--- src/include/irq_pkg.sv ---
// constants shared by the interrupt priority control block
// assumes a 16-bit register view carried on a 32-bit apb data bus
package irq_pkg;
  localparam int DATA_W = 32;
  localparam int REG_W = 16;
  localparam int ADDR_W = 8;
  localparam int VEC_W = 7;
  localparam int LEVEL_W = 4;
  localparam int PRIO_W = 3;
  localparam int FLAGS_PER_REG = 16;
  localparam int PRIO_PER_REG = 4;
  localparam int PRIO_STRIDE = 4;
  localparam int MAX_SRC = 128;
  localparam int MAX_EXT = 3;

  // register byte offsets
  localparam logic [ADDR_W-1:0] OFS_TRAP_CTRL = 8'h00;
  localparam logic [ADDR_W-1:0] OFS_GLOBAL_CTRL = 8'h04;
  localparam logic [ADDR_W-1:0] OFS_CPU_STATUS = 8'h08;
  localparam logic [ADDR_W-1:0] OFS_CORE_CTRL = 8'h0C;
  localparam logic [ADDR_W-1:0] OFS_PENDING = 8'h10;
  localparam logic [ADDR_W-1:0] OFS_IRQ_STATUS = 8'h14;
  localparam logic [ADDR_W-1:0] OFS_IRQ_MASK = 8'h18;
  localparam logic [ADDR_W-1:0] OFS_FLAG_BASE = 8'h20;
  localparam logic [ADDR_W-1:0] OFS_ENABLE_BASE = 8'h40;
  localparam logic [ADDR_W-1:0] OFS_PRIO_BASE = 8'h60;

  // field positions
  localparam int NEST_DIS_BIT = 15;
  localparam logic [REG_W-1:0] TRAP_STS_MASK = 16'h78FE;
  localparam logic [REG_W-1:0] TRAP_EN_MASK = 16'h0700;
  localparam int TRAP_EN_LSB = 8;
  localparam int ALT_TABLE_BIT = 15;
  localparam int DISI_BIT = 14;
  localparam int CPU_LEVEL_LSB = 5;
  localparam int LEVEL_TOP_BIT = 3;
  localparam int PEND_LEVEL_LSB = 8;

  // values
  localparam logic [REG_W-1:0] REG_RST = 16'h0000;
  localparam logic [PRIO_W-1:0] PRIO_RST = 3'h0;
  localparam logic [PRIO_W-1:0] NEST_LEVEL = 3'h7;

  // sticky event bits
  localparam int EV_TRAP = 0;
  localparam int EV_ACCEPT = 1;
  localparam int EV_EXT_EDGE = 2;
  localparam int NUM_EVENTS = 3;
endpackage

--- src/include/arb_if.sv ---
// request and answer bundle between the register block and the priority picker
// assumes the picker is purely combinational
`timescale 1ns/1ps
interface arb_if #(parameter int NUM_SRC = 16) ();
  import irq_pkg::*;
  logic [NUM_SRC-1:0] active;
  logic [PRIO_W-1:0] prio [NUM_SRC];
  logic [LEVEL_W-1:0] cpu_level;
  logic valid;
  logic [VEC_W-1:0] vector;
  logic [PRIO_W-1:0] win_prio;
  modport arb (input active, input prio, input cpu_level, output valid, output vector, output win_prio);
  modport ctl (output active, output prio, output cpu_level, input valid, input vector, input win_prio);
endinterface

--- src/verilog/irq_priority_control_regs.sv ---
// control and status registers of the vectored interrupt controller
// assumes an apb master on sys_clk and a core that pulses ack, trap entry and return
//
// The register offsets and register access over APB are this design's own decisions.
`timescale 1ns/1ps

// What this block does
// - trap control holds nesting disable at bit 15 plus trap enables and flags
// - global control holds external edge polarity and alternate table select
// - one flag per source, set by hardware, cleared only by software
// - one enable bit per source gates its request
// - each source has a 3-bit priority picking one of eight levels
// - sources map in vector order; source 0 at bit 0, priority bits 2:0
// - cpu level low bits sit at status bits 7-5, reset zero, writable
// - the low bits encode the level directly, 111 is level 7
// - level top bit sits in core control bit 3 and is read only
// - top bit reads 1 above level 7, else 0
// - top bit joins low bits into a 4-bit level; set blocks all user requests
// - with nesting disabled the low level bits ignore software writes
// - pending register latches 7-bit vector and 4-bit new level
// - request only when priority strictly exceeds the current cpu level
// - nesting disabled: accepting forces the low level bits to 111
// - polarity bit 1 selects falling edge, 0 rising edge
// - alternate table select 1 uses alternate vectors, 0 the default ones
module irq_priority_control_regs import irq_pkg::*; #(
  parameter int NUM_SRC = 16,
  parameter int NUM_EXT = 3
) (
  // clock and reset
  input wire logic sys_clk,
  input wire logic rstn,
  // apb slave
  input wire logic psel,
  input wire logic penable,
  input wire logic pwrite,
  input wire logic [ADDR_W-1:0] paddr,
  input wire logic [DATA_W-1:0] pwdata,
  output logic [DATA_W-1:0] prdata,
  output logic pready,
  output logic pslverr,
  // request sources
  input wire logic [NUM_SRC-1:0] src_event,
  input wire logic [NUM_EXT-1:0] ext_pin,
  input wire logic [REG_W-1:0] trap_event,
  input wire logic disi_active,
  // core side
  input wire logic core_ack,
  input wire logic core_trap_entry,
  input wire logic core_return,
  input wire logic [LEVEL_W-1:0] restore_level,
  output logic core_req,
  output logic [VEC_W-1:0] core_vector,
  output logic [LEVEL_W-1:0] core_new_level,
  output logic [LEVEL_W-1:0] cpu_level,
  output logic alternate_table_select,
  output logic [2:0] trap_enable,
  // system interrupt
  output logic irq
);
  localparam int NUM_FREG = NUM_SRC / FLAGS_PER_REG;
  localparam int NUM_PREG = NUM_SRC / PRIO_PER_REG;

  if (NUM_SRC % FLAGS_PER_REG != 0 || NUM_SRC > MAX_SRC || NUM_EXT < 1 || NUM_EXT > MAX_EXT) begin : g_chk
    $error("unsupported source or pin count");
  end

  arb_if #(.NUM_SRC(NUM_SRC)) arb ();

  logic [REG_W-1:0] trap_ctrl_q, trap_ctrl_d;
  logic alt_table_q;
  logic disi_q;
  logic [NUM_EXT-1:0] ext_pol_q;
  logic [NUM_SRC-1:0] flag_q, flag_d;
  logic [NUM_SRC-1:0] enable_q, enable_d;
  logic [PRIO_W-1:0] prio_q [NUM_SRC];
  logic [PRIO_W-1:0] level_low_q;
  logic level_top_q;
  logic [VEC_W-1:0] pend_vec_q;
  logic [LEVEL_W-1:0] pend_level_q;
  logic [NUM_EVENTS-1:0] irq_sts_q, irq_sts_d, irq_mask_q;
  logic [NUM_EXT-1:0] ext_edge;
  logic [NUM_SRC-1:0] set_vec;
  logic core_req_q, irq_q, pready_q, pslverr_q;
  logic [DATA_W-1:0] prdata_q, rd_d;
  logic hit;
  logic acc, wr;
  logic nest_dis;

  assign nest_dis = trap_ctrl_q[NEST_DIS_BIT];

  // apb: zero wait, answer in the first access cycle
  assign acc = psel & penable & pready_q;
  assign wr = acc & pwrite;

  ext_edge_detect #(.NUM_EXT(NUM_EXT)) u_edge (
    .sys_clk(sys_clk),
    .rstn(rstn),
    .pin(ext_pin),
    .neg_sel(ext_pol_q),
    .edge_pulse(ext_edge)
  );

  prio_arbiter #(.NUM_SRC(NUM_SRC)) u_arb (
    .a(arb.arb)
  );

  // external pins feed the lowest sources in vector order
  always_comb begin
    set_vec = src_event;
    set_vec[NUM_EXT-1:0] = src_event[NUM_EXT-1:0] | ext_edge;
  end

  assign arb.active = flag_q & enable_q;
  assign arb.prio = prio_q;
  assign arb.cpu_level = {level_top_q, level_low_q};

  // trap control: hardware trap flags win over a software clear
  always_comb begin
    trap_ctrl_d = trap_ctrl_q;
    if (wr && paddr == OFS_TRAP_CTRL) begin
      trap_ctrl_d = pwdata[REG_W-1:0] & (TRAP_STS_MASK | TRAP_EN_MASK | (16'h0001 << NEST_DIS_BIT));
    end
    trap_ctrl_d = trap_ctrl_d | (trap_event & TRAP_STS_MASK);
  end

  always_ff @(posedge sys_clk) begin
    if (!rstn) begin
      trap_ctrl_q <= REG_RST;
    end else begin
      trap_ctrl_q <= trap_ctrl_d;
    end
  end

  // global control
  always_ff @(posedge sys_clk) begin
    if (!rstn) begin
      alt_table_q <= 1'b0;
      ext_pol_q <= '0;
      disi_q <= 1'b0;
    end else begin
      disi_q <= disi_active;
      if (wr && paddr == OFS_GLOBAL_CTRL) begin
        alt_table_q <= pwdata[ALT_TABLE_BIT];
        ext_pol_q <= pwdata[NUM_EXT-1:0];
      end
    end
  end

  // flags and enables, one 16-bit word per register in vector order
  always_comb begin
    flag_d = flag_q;
    enable_d = enable_q;
    for (int r = 0; r < NUM_FREG; r++) begin
      if (wr && paddr == OFS_FLAG_BASE + ADDR_W'(4 * r)) begin
        flag_d[r*FLAGS_PER_REG +: FLAGS_PER_REG] = pwdata[REG_W-1:0];
      end
      if (wr && paddr == OFS_ENABLE_BASE + ADDR_W'(4 * r)) begin
        enable_d[r*FLAGS_PER_REG +: FLAGS_PER_REG] = pwdata[REG_W-1:0];
      end
    end
    // a set in the cycle of a software clear is kept
    flag_d = flag_d | set_vec;
  end

  always_ff @(posedge sys_clk) begin
    if (!rstn) begin
      flag_q <= '0;
      enable_q <= '0;
    end else begin
      flag_q <= flag_d;
      enable_q <= enable_d;
    end
  end

  // priorities, four fields per register at a stride of four bits
  always_ff @(posedge sys_clk) begin
    if (!rstn) begin
      for (int i = 0; i < NUM_SRC; i++) begin
        prio_q[i] <= PRIO_RST;
      end
    end else begin
      for (int p = 0; p < NUM_PREG; p++) begin
        if (wr && paddr == OFS_PRIO_BASE + ADDR_W'(4 * p)) begin
          for (int k = 0; k < PRIO_PER_REG; k++) begin
            prio_q[p*PRIO_PER_REG+k] <= pwdata[k*PRIO_STRIDE +: PRIO_W];
          end
        end
      end
    end
  end

  // cpu level low bits: accept, then return, then software
  always_ff @(posedge sys_clk) begin
    if (!rstn) begin
      level_low_q <= PRIO_RST;
    end else if (core_ack && arb.valid) begin
      level_low_q <= nest_dis ? NEST_LEVEL : arb.win_prio;
    end else if (core_return) begin
      level_low_q <= restore_level[PRIO_W-1:0];
    end else if (wr && paddr == OFS_CPU_STATUS && !nest_dis) begin
      level_low_q <= pwdata[CPU_LEVEL_LSB +: PRIO_W];
    end
  end

  // top bit has no software write path so traps stay unmaskable
  always_ff @(posedge sys_clk) begin
    if (!rstn) begin
      level_top_q <= 1'b0;
    end else if (core_trap_entry) begin
      level_top_q <= 1'b1;
    end else if (core_return) begin
      level_top_q <= restore_level[LEVEL_TOP_BIT];
    end
  end

  // pending register follows the winner; request tracks it
  always_ff @(posedge sys_clk) begin
    if (!rstn) begin
      pend_vec_q <= '0;
      pend_level_q <= '0;
      core_req_q <= 1'b0;
    end else begin
      core_req_q <= arb.valid;
      if (arb.valid) begin
        pend_vec_q <= arb.vector;
        pend_level_q <= {1'b0, arb.win_prio};
      end
    end
  end

  // sticky events, write one to clear, set wins
  always_comb begin
    irq_sts_d = irq_sts_q;
    if (wr && paddr == OFS_IRQ_STATUS) begin
      irq_sts_d = irq_sts_q & ~pwdata[NUM_EVENTS-1:0];
    end
    irq_sts_d[EV_TRAP] = irq_sts_d[EV_TRAP] | (|(trap_event & TRAP_STS_MASK));
    irq_sts_d[EV_ACCEPT] = irq_sts_d[EV_ACCEPT] | (core_ack & arb.valid);
    irq_sts_d[EV_EXT_EDGE] = irq_sts_d[EV_EXT_EDGE] | (|ext_edge);
  end

  always_ff @(posedge sys_clk) begin
    if (!rstn) begin
      irq_sts_q <= '0;
      irq_mask_q <= '0;
      irq_q <= 1'b0;
    end else begin
      irq_sts_q <= irq_sts_d;
      if (wr && paddr == OFS_IRQ_MASK) begin
        irq_mask_q <= pwdata[NUM_EVENTS-1:0];
      end
      irq_q <= |(irq_sts_d & irq_mask_q);
    end
  end

  // read mux; unused high bits read zero
  always_comb begin
    rd_d = '0;
    hit = 1'b1;
    case (paddr)
      OFS_TRAP_CTRL: rd_d[REG_W-1:0] = trap_ctrl_q;
      OFS_GLOBAL_CTRL: begin
        rd_d[ALT_TABLE_BIT] = alt_table_q;
        rd_d[DISI_BIT] = disi_q;
        rd_d[NUM_EXT-1:0] = ext_pol_q;
      end
      OFS_CPU_STATUS: rd_d[CPU_LEVEL_LSB +: PRIO_W] = level_low_q;
      OFS_CORE_CTRL: rd_d[LEVEL_TOP_BIT] = level_top_q;
      OFS_PENDING: begin
        rd_d[VEC_W-1:0] = pend_vec_q;
        rd_d[PEND_LEVEL_LSB +: LEVEL_W] = pend_level_q;
      end
      OFS_IRQ_STATUS: rd_d[NUM_EVENTS-1:0] = irq_sts_q;
      OFS_IRQ_MASK: rd_d[NUM_EVENTS-1:0] = irq_mask_q;
      default: begin
        hit = 1'b0;
        for (int r = 0; r < NUM_FREG; r++) begin
          if (paddr == OFS_FLAG_BASE + ADDR_W'(4 * r)) begin
            rd_d[REG_W-1:0] = flag_q[r*FLAGS_PER_REG +: FLAGS_PER_REG];
            hit = 1'b1;
          end
          if (paddr == OFS_ENABLE_BASE + ADDR_W'(4 * r)) begin
            rd_d[REG_W-1:0] = enable_q[r*FLAGS_PER_REG +: FLAGS_PER_REG];
            hit = 1'b1;
          end
        end
        for (int p = 0; p < NUM_PREG; p++) begin
          if (paddr == OFS_PRIO_BASE + ADDR_W'(4 * p)) begin
            for (int k = 0; k < PRIO_PER_REG; k++) begin
              rd_d[k*PRIO_STRIDE +: PRIO_W] = prio_q[p*PRIO_PER_REG+k];
            end
            hit = 1'b1;
          end
        end
      end
    endcase
  end

  // answer prepared in the setup cycle so pready comes from a flop
  always_ff @(posedge sys_clk) begin
    if (!rstn) begin
      pready_q <= 1'b0;
      pslverr_q <= 1'b0;
      prdata_q <= '0;
    end else begin
      pready_q <= psel & ~penable;
      pslverr_q <= psel & ~penable & ~hit;
      if (psel && !penable && !pwrite) begin
        prdata_q <= rd_d;
      end
    end
  end

  assign prdata = prdata_q;
  assign pready = pready_q;
  assign pslverr = pslverr_q;
  assign core_req = core_req_q;
  assign core_vector = pend_vec_q;
  assign core_new_level = pend_level_q;
  assign cpu_level = {level_top_q, level_low_q};
  assign alternate_table_select = alt_table_q;
  assign trap_enable = trap_ctrl_q[TRAP_EN_LSB +: 3];
  assign irq = irq_q;
endmodule // irq_priority_control_regs

--- src/verilog/prio_arbiter.sv ---
// picks the winning pending source for the core
// assumes active already folds flag and enable together
`timescale 1ns/1ps
module prio_arbiter import irq_pkg::*; #(
  parameter int NUM_SRC = 16
) (
  arb_if.arb a
);
  logic [PRIO_W-1:0] best;
  logic [VEC_W-1:0] best_vec;

  // walk downward so an equal priority moves the pick to the lower vector
  always_comb begin
    best = PRIO_RST;
    best_vec = '0;
    for (int i = NUM_SRC - 1; i >= 0; i--) begin
      if (a.active[i] && a.prio[i] != PRIO_RST && a.prio[i] >= best) begin
        best = a.prio[i];
        best_vec = VEC_W'(i);
      end
    end
  end

  // level top bit set gives 8..15, above every 3-bit priority
  assign a.valid = (best != PRIO_RST) && ({1'b0, best} > a.cpu_level);
  assign a.vector = best_vec;
  assign a.win_prio = best;
endmodule // prio_arbiter

--- src/verilog/ext_edge_detect.sv ---
// edge detectors for the external request pins
// assumes pins are already synchronous to sys_clk
`timescale 1ns/1ps
module ext_edge_detect #(
  parameter int NUM_EXT = 3
) (
  input wire logic sys_clk,
  input wire logic rstn,
  input wire logic [NUM_EXT-1:0] pin,
  input wire logic [NUM_EXT-1:0] neg_sel,
  output logic [NUM_EXT-1:0] edge_pulse
);
  logic [NUM_EXT-1:0] prev_q;
  logic armed_q;

  // armed keeps a pin already high at reset release from faking an edge
  always_ff @(posedge sys_clk) begin
    if (!rstn) begin
      prev_q <= '0;
      armed_q <= 1'b0;
    end else begin
      prev_q <= pin;
      armed_q <= 1'b1;
    end
  end

  for (genvar i = 0; i < NUM_EXT; i++) begin : g_pin
    assign edge_pulse[i] = armed_q & (neg_sel[i] ? (prev_q[i] & ~pin[i]) : (~prev_q[i] & pin[i]));
  end
endmodule // ext_edge_detect

--- config.mk ---
export PLATFORM = sky130hd
export DESIGN_NAME = irq_priority_control_regs
export DESIGN_NICKNAME = d
export VERILOG_FILES = /design/src/include/irq_pkg.sv /design/src/include/arb_if.sv /design/src/verilog/irq_priority_control_regs.sv /design/src/verilog/prio_arbiter.sv /design/src/verilog/ext_edge_detect.sv
export SDC_FILE = /design/constraint.sdc
export NUM_CORES = 1
export LEC_CHECK = 0
export BUFFER_PORTS_ARGS = -buffer_cell sky130_fd_sc_hd__buf_2
export CAP_MARGIN = 20
export CORE_ASPECT_RATIO = 0.7
export CORE_MARGIN = 2
export CORE_UTILIZATION = 45
export DETAILED_ROUTE_END_ITERATION = 8
export PLACE_DENSITY = 0.71
export SETUP_SLACK_MARGIN = 0.1
export SLEW_MARGIN = 10
export SYNTH_ARGS = -nofsm -noshare
export SYNTH_HDL_FRONTEND = slang
export SYNTH_SLANG_ARGS = --single-unit
--- constraint.sdc ---
create_clock -name sys_clk -period 31.6 [get_ports sys_clk]
set_clock_uncertainty 0.1 [all_clocks]
set_input_delay 3.16 -clock sys_clk [delete_from_list [all_inputs] [get_ports sys_clk]]
set_output_delay 3.16 -clock sys_clk [all_outputs]
set_load 0.1 [all_outputs]
; Word level (Yosys, flattened, before mapping)
; Cells that the tools add are included.
[word_totals]
ff_bits = 145
inputBits = 88
out_inout_bits = 55
elab_cells = 257
[classes]
n_reduce_logical = 82
eq_ne = 12
n_mux = 78
magnitude_cmp = 17
bitwise_logic = 33
[op_table]
columns = operator, n
row1 = $mux 3, 37
row2 = $mux 16, 4
row3 = $mux 4, 16
row4 = $reduce_bool 3->1, 18
row5 = $logic_and 1x1->1, 48
row6 = $ge 3x3->1, 15
row7 = $eq 8x7->1 const B, 5
row8 = $eq 8x5->1 const B, 3
row9 = $pmux 3 s6, 1
row10 = $and 16x16->16, 1
row11 = $eq 8x4->1 const B, 2
row12 = $or 16x15->16, 1
row13 = $or 16x16->16, 1
row14 = $and 1x1->1, 15
row15 = $reduce_or 5->1, 3
row16 = $mux 1, 13
row17 = $pmux 4 s3, 1
row18 = $reduce_or 11->1, 1
row19 = $eq 8x3->1 const B, 1
row20 = $eq 8x6->1 const B, 1
row21 = $logic_not 8->1, 1
row22 = $not 1->1, 8
row23 = $pmux 2 s4, 1
row24 = $reduce_or 4->1, 2
row25 = other kinds (16), 23

; Logic depth before layout (Yosys ltp)
[logic_depth]
ltp_word = 55
mapped_depth = 107
depth_no_buf = 105

; Hierarchy
; Synthesis repeated with hierarchy kept, for this count alone.
[hier_totals]
cells_unflattened = 1216
hier_area_um2 = 10070.9
[modules_own_cells]
columns = module, area_per_inst_um2, cells_per_inst, instances
row1 = irq_priority_control_regs, 6932.9, 761, 1
row2 = prio_arbiter, 2967.8, 439, 1
row3 = ext_edge_detect, 170.2, 16, 1

; Worst setup path before layout
; OpenSTA, ideal clock, no wires.
[synth_timing]
path_kind = reg-to-reg
from = register flag_q[15]
to = register level_low_q[1]
required_ns = 31.416
stages_incl_launch_ff = 97
slack_ns = 10.884
synth_period_minus_slack_ns = 20.716
arrival_time_ns = 20.531
cell_sequence = dfxtp_1 and3_1 ha_1 nand2b_1 a31oi_2 a211oi_1 mux2_2 ha_1 nand2b_1 and3_1 o21ai_0 o31ai_4 a21oi_1 ha_1 nand2b_1 a21o_1 a31oi_4 nand2b_1 [61 not listed] a21oi_1 mux2_2 ha_1 nand2b_1 and2b_1 o31ai_4 mux2_4 inv_1 ha_1 a31oi_1 a21bo_2 mux2i_4 ha_1 a311oi_1 nand2_1 a31o_1 a221o_1 o31ai_2
[synth_via]
elab_chain_len = 53
elab_cells_between_ends = 56
[synth_rtl]
columns = element, line
row1 = "start, declared", irq_priority_control_regs.sv:73  ; logic [NUM_SRC-1:0] flag_q, flag_d;
row2 = "start signal, assigned", irq_priority_control_regs.sv:170  ; flag_q <= flag_d;
row3 = $and 16x16->16 *, irq_priority_control_regs.sv:113  ; assign arb.active = flag_q & enable_q;
row4 = $logic_and 1x1->1 * (2 in a row), prio_arbiter.sv:17  ; if (a.active[i] && a.prio[i] != PRIO_RST && a.prio[i] >= best) begin
row5 = $mux 3 *, prio_arbiter.sv:17
row6 = $ge 3x3->1, prio_arbiter.sv:17
row7 = $logic_and 1x1->1, prio_arbiter.sv:17
row8 = $mux 3 *, prio_arbiter.sv:17
row9 = $ge 3x3->1, prio_arbiter.sv:17
row10 = $logic_and 1x1->1, prio_arbiter.sv:17
row11 = [36 not listed], --
row12 = $mux 3 *, prio_arbiter.sv:17
row13 = $ge 3x3->1, prio_arbiter.sv:17
row14 = $logic_and 1x1->1, prio_arbiter.sv:17
row15 = $mux 3 *, prio_arbiter.sv:17
row16 = $gt 3x4->1 / $reduce_bool 3->1 (equally long branches), prio_arbiter.sv:25  ; assign a.valid = (best != PRIO_RST) && ({1'b0, best} > a.cpu_level);
row17 = $logic_and 1x1->1, prio_arbiter.sv:25
row18 = $logic_and 1x1->1, irq_priority_control_regs.sv:196  ; end else if (core_ack && arb.valid) begin
row19 = $reduce_bool 3->1 (no source line) / $mux 3 (equally long branches), --
row20 = "end signal, assigned", irq_priority_control_regs.sv:197  ; level_low_q <= nest_dis ? NEST_LEVEL : arb.win_prio;
row21 = "end signal, assigned", irq_priority_control_regs.sv:199  ; level_low_q <= restore_level[PRIO_W-1:0];
row22 = "end signal, assigned", irq_priority_control_regs.sv:201  ; level_low_q <= pwdata[CPU_LEVEL_LSB +: PRIO_W];
row23 = "end, declared", irq_priority_control_regs.sv:76  ; logic [PRIO_W-1:0] level_low_q;
; Mark *: on every way between the ends. The rest lies on a longest branch, timed or not.
; A chain may end at the register's enable or synchronous reset.

; Worst setup path after layout
[layout_timing]
from = register enable_q[15]
to = register pend_vec_q[0] (netlist: core_vector[0])
[layout_via]
elab_chain_len = 51
elab_cells_between_ends = 68
[layout_rtl]
columns = element, line
row1 = "start, declared", irq_priority_control_regs.sv:74  ; logic [NUM_SRC-1:0] enable_q, enable_d;
row2 = "start signal, assigned", irq_priority_control_regs.sv:171  ; enable_q <= enable_d;
row3 = $and 16x16->16 *, irq_priority_control_regs.sv:113
row4 = $logic_and 1x1->1 * (2 in a row), prio_arbiter.sv:17
row5 = $mux 3 *, prio_arbiter.sv:17
row6 = $ge 3x3->1, prio_arbiter.sv:17
row7 = $logic_and 1x1->1, prio_arbiter.sv:17
row8 = $mux 3 *, prio_arbiter.sv:17
row9 = $ge 3x3->1, prio_arbiter.sv:17
row10 = $logic_and 1x1->1, prio_arbiter.sv:17
row11 = [35 not listed], --
row12 = $logic_and 1x1->1, prio_arbiter.sv:17
row13 = $mux 3 *, prio_arbiter.sv:17
row14 = $ge 3x3->1, prio_arbiter.sv:17
row15 = $logic_and 1x1->1, prio_arbiter.sv:17
row16 = $mux 3 *, prio_arbiter.sv:17
row17 = named net arb.win_prio[2], arb_if.sv:11  ; logic [PRIO_W-1:0] win_prio;
row18 = $gt 3x4->1 / $reduce_bool 3->1 (equally long branches), prio_arbiter.sv:25
row19 = $logic_and 1x1->1 *, prio_arbiter.sv:25
row20 = "end signal, assigned", irq_priority_control_regs.sv:225  ; pend_vec_q <= arb.vector;
row21 = "end, declared", irq_priority_control_regs.sv:78  ; logic [VEC_W-1:0] pend_vec_q;
; Mark *: on every way through the listed nets, which the timed path passes. The rest lies on a longest branch.

==> results.yml <==
run_status:
  status: "complete, no violations"
yosys:
  synthArstFlopShare: 0
  syn_area_sq_um: 8900
  synth_seq_cells: 141
  synthCells: 1170
  avgSynthCellArea_sq_um: 7.61
  synthDistinctLibCells: 90
  yosysSeqAreaShare: 0.317
  synth_edf_count: 0
  synth_ff_type: "dfxtp_1"
  ys_warn_count: 0
cts:
  hold_buffers: 0
  tritoncts: "yes"
  cts_buffers: 17
  cts-root-buf: "clkbuf_16"
  cts_resized: 0
  clk_pin_slew_ps: 60
  cts_setup_buffers: 0
  clkLatencyLatePin_ps: 430
  h-tree-depth: 4
  cts.sink_count: 141
  cts_buffer_depth: 2
floorplan:
  io_pins: 143
  coreArea_sq_um: 19600
  start_util: 0.455
  die_w_microns: 172
  die-height_microns: 122
  dieArea_sq_um: 20900
  rows: 43
timing:
  finalCritPeriodShare: 0.755
  fmax_mhz: 41.9
  tns_ps: 0
  slew_violations: 0
  fin_crit_ps: 23870
  worst_pin_slew_ps: 1060
  rsz0062_at_grt: "false"
  slew_headroom: 0.291
  worst_hold_slack_ps: 376
  hold_violations: 0
  setup_viol: 0
power:
  p_int_uw: 317
  power.density_nw_per_um2: 43.5
  ir_drop_uv: 49.2
  comb_power_share: 0.102
  power_switching_share: 0.278
  switchingPower_uw: 122
  p_seq_frac: 0.424
  p_clk_frac: 0.473
  p_leak_nw: 4.02
global_routing:
  grt_start_max_net_pins: 87
  grt_pass1_wl_mm: 46.5
  gr-total-overflow: 0
  grt_use_total: 0.294
  grt_pass1_vias: 8197
  grt_antenna_before_repair: 0
detailed_routing:
  firstDrtPassIters: 8
  postRouteAntennaNets: 0
  wirelength_mm: 30.6
  drt-vias-per-instance: 6.07
  dr.first_iter.drc_count: 1064
  vias: 9228
  wire_per_inst_microns: 20.2
  drc: 0
critical_path:
  startpoint: "enable_q[15]"
  path_class: "flip-flop to flip-flop"
  crit_arrival_ps: 24130
  r2r-start: "enable_q[15]"
  path_common_cell: "ha_1"
  cp_top_family: "compound AO/OA/AOI/OAI gates"
  crit_required_ps: 31860
  critPathMaxStageDelay_ps: 630
  critPathCaptureType: "flip-flop"
  cp_slowest_cell: "a221oi_1"
  path_buf_inv: 5
  crit_fanout: 9
  start_kind: "flip-flop"
finish:
  multiInputGateArea_sq_um: 5480
  layout_common_cells: "nand2_1 (213), a21oi_1 (163), dfxtp_1 (141), buf_2 (101), nor2_1 (67)"
  fillCellCount: 1920
  fin_nets: 1349
  area_delta_synth_final_pct: 13.3
  fin_cells: 1520
  antenna_cells: 0
  final_common_cell: "nand2_1"
  seqCellArea_sq_um: 2820
  drive_above_1_share: 0.164
run:
  maxCapViolCount: 0
place:
  dpl.hpwl_mm: 22.5
  place_inst: 1487
  gp_congestion: 0.956
  io_buffers: 101
worst_hold_path:
  worstHoldStart: "enable_q[6]"
  hp-class: "flip-flop to flip-flop"
[power by group through the flow]
stage               Sequential, mW  Combinational [mW]  Clock (mW)
CTS                          0.186              0.0441       0.208
global placement             0.190              0.0436           0
detailed placement           0.190              0.0440           0
floorplan                    0.197              0.0257           0
finish                       0.186              0.0449       0.208
global route                 0.187              0.0466       0.216
[logic make-up after synthesis]
group                    after synthesis  share of synthesized area
AO/OA/AOI/OAI                        382                      0.291
adder cells (fa/ha/maj)               28                     0.0382
buffers and inverters                149                     0.0774
flip-flops                           141                      0.317
multiplexers                          54                     0.0665
other                                  1                   0.000421
AND/OR/NAND/NOR                      415                      0.210
[worst reg2reg max path: cells and delay by family, from the launching register on]
family                   cells  cell delay [ps]
adder cells (fa/ha/maj)     20             5980
multiplexers                 9             3510
buffers and inverters        5              590
flip-flops                   1              430
AO/OA/AOI/OAI               41             9240
AND/OR/NAND/NOR             24             3950
[final timing paths]
path         slack [ps]  cells after the start             end
min reg2reg         380                      2     enable_q[6]
min                 380                      2     enable_q[6]
max reg2reg        7730                     99  core_vector[0]
max                7730                     99  core_vector[0]
[metal layers]
layer  global-route usage  vias to the layer above  share of wire
met2                0.415                      518           0.40
met3               0.0887                       63           0.13
met1                0.427                     4333           0.45
met4               0.0914                        0          0.024
met5                    0                        -              0
li1                     -                     4314              -
[through the flow]
| stage | cell area (sq um) | total power [mW] | utilization | setup slack [ps] |
|---|---|---|---|---|
| floorplan | 8970 | 0.223 | - | 10880 |
| global placement | 9470 | 0.233 | 0.484 | 8520 |
| detailed placement | 9470 | 0.234 | 0.484 | 8180 |
| CTS | 10100 | 0.438 | 0.515 | 8010 |
| global route | 10100 | 0.450 | 0.515 | 6170 |
| finish | 10100 | 0.439 | 0.515 | 7730 |
[state kept, by name, summed over array words and instances, names as in the netlist, 4 cells and up]
| name | count |
|---|---|
| arb.prio | 48 |
| core_vector | 4 |
| prdata | 16 |
| flag_q | 16 |
| trap_ctrl_q | 15 |
| enable_q | 16 |
[synth_stat cells, drive strengths merged (8+ instances only)]
library cell	count	area, sq um
a222oi	13	130
mux2	19	229
mux2i	35	363
buf	35	262
a211oi	22	180
o31ai	13	149
clkbuf	49	184
a31oi	20	174
a221oi	14	123
nor2	69	264
ha	24	300
inv	65	244
nand2b	15	93.8
o21ai	54	274
nand2	213	800
dfxtp	141	2820
nor3	17	85.1
and2	16	100
and3	8	50.1
nand3	39	195
a21oi	166	842
[cell type report]
cell class,count,area share
clock buffers,18,0.0435
clock inverters,14,0.0169
inverters,65,0.0243
multi-input cells,899,0.543
flip-flops and latches,141,0.280
well taps,270,0.0335
repair buffers,113,0.0590
Power figures use the tool's default switching activity.
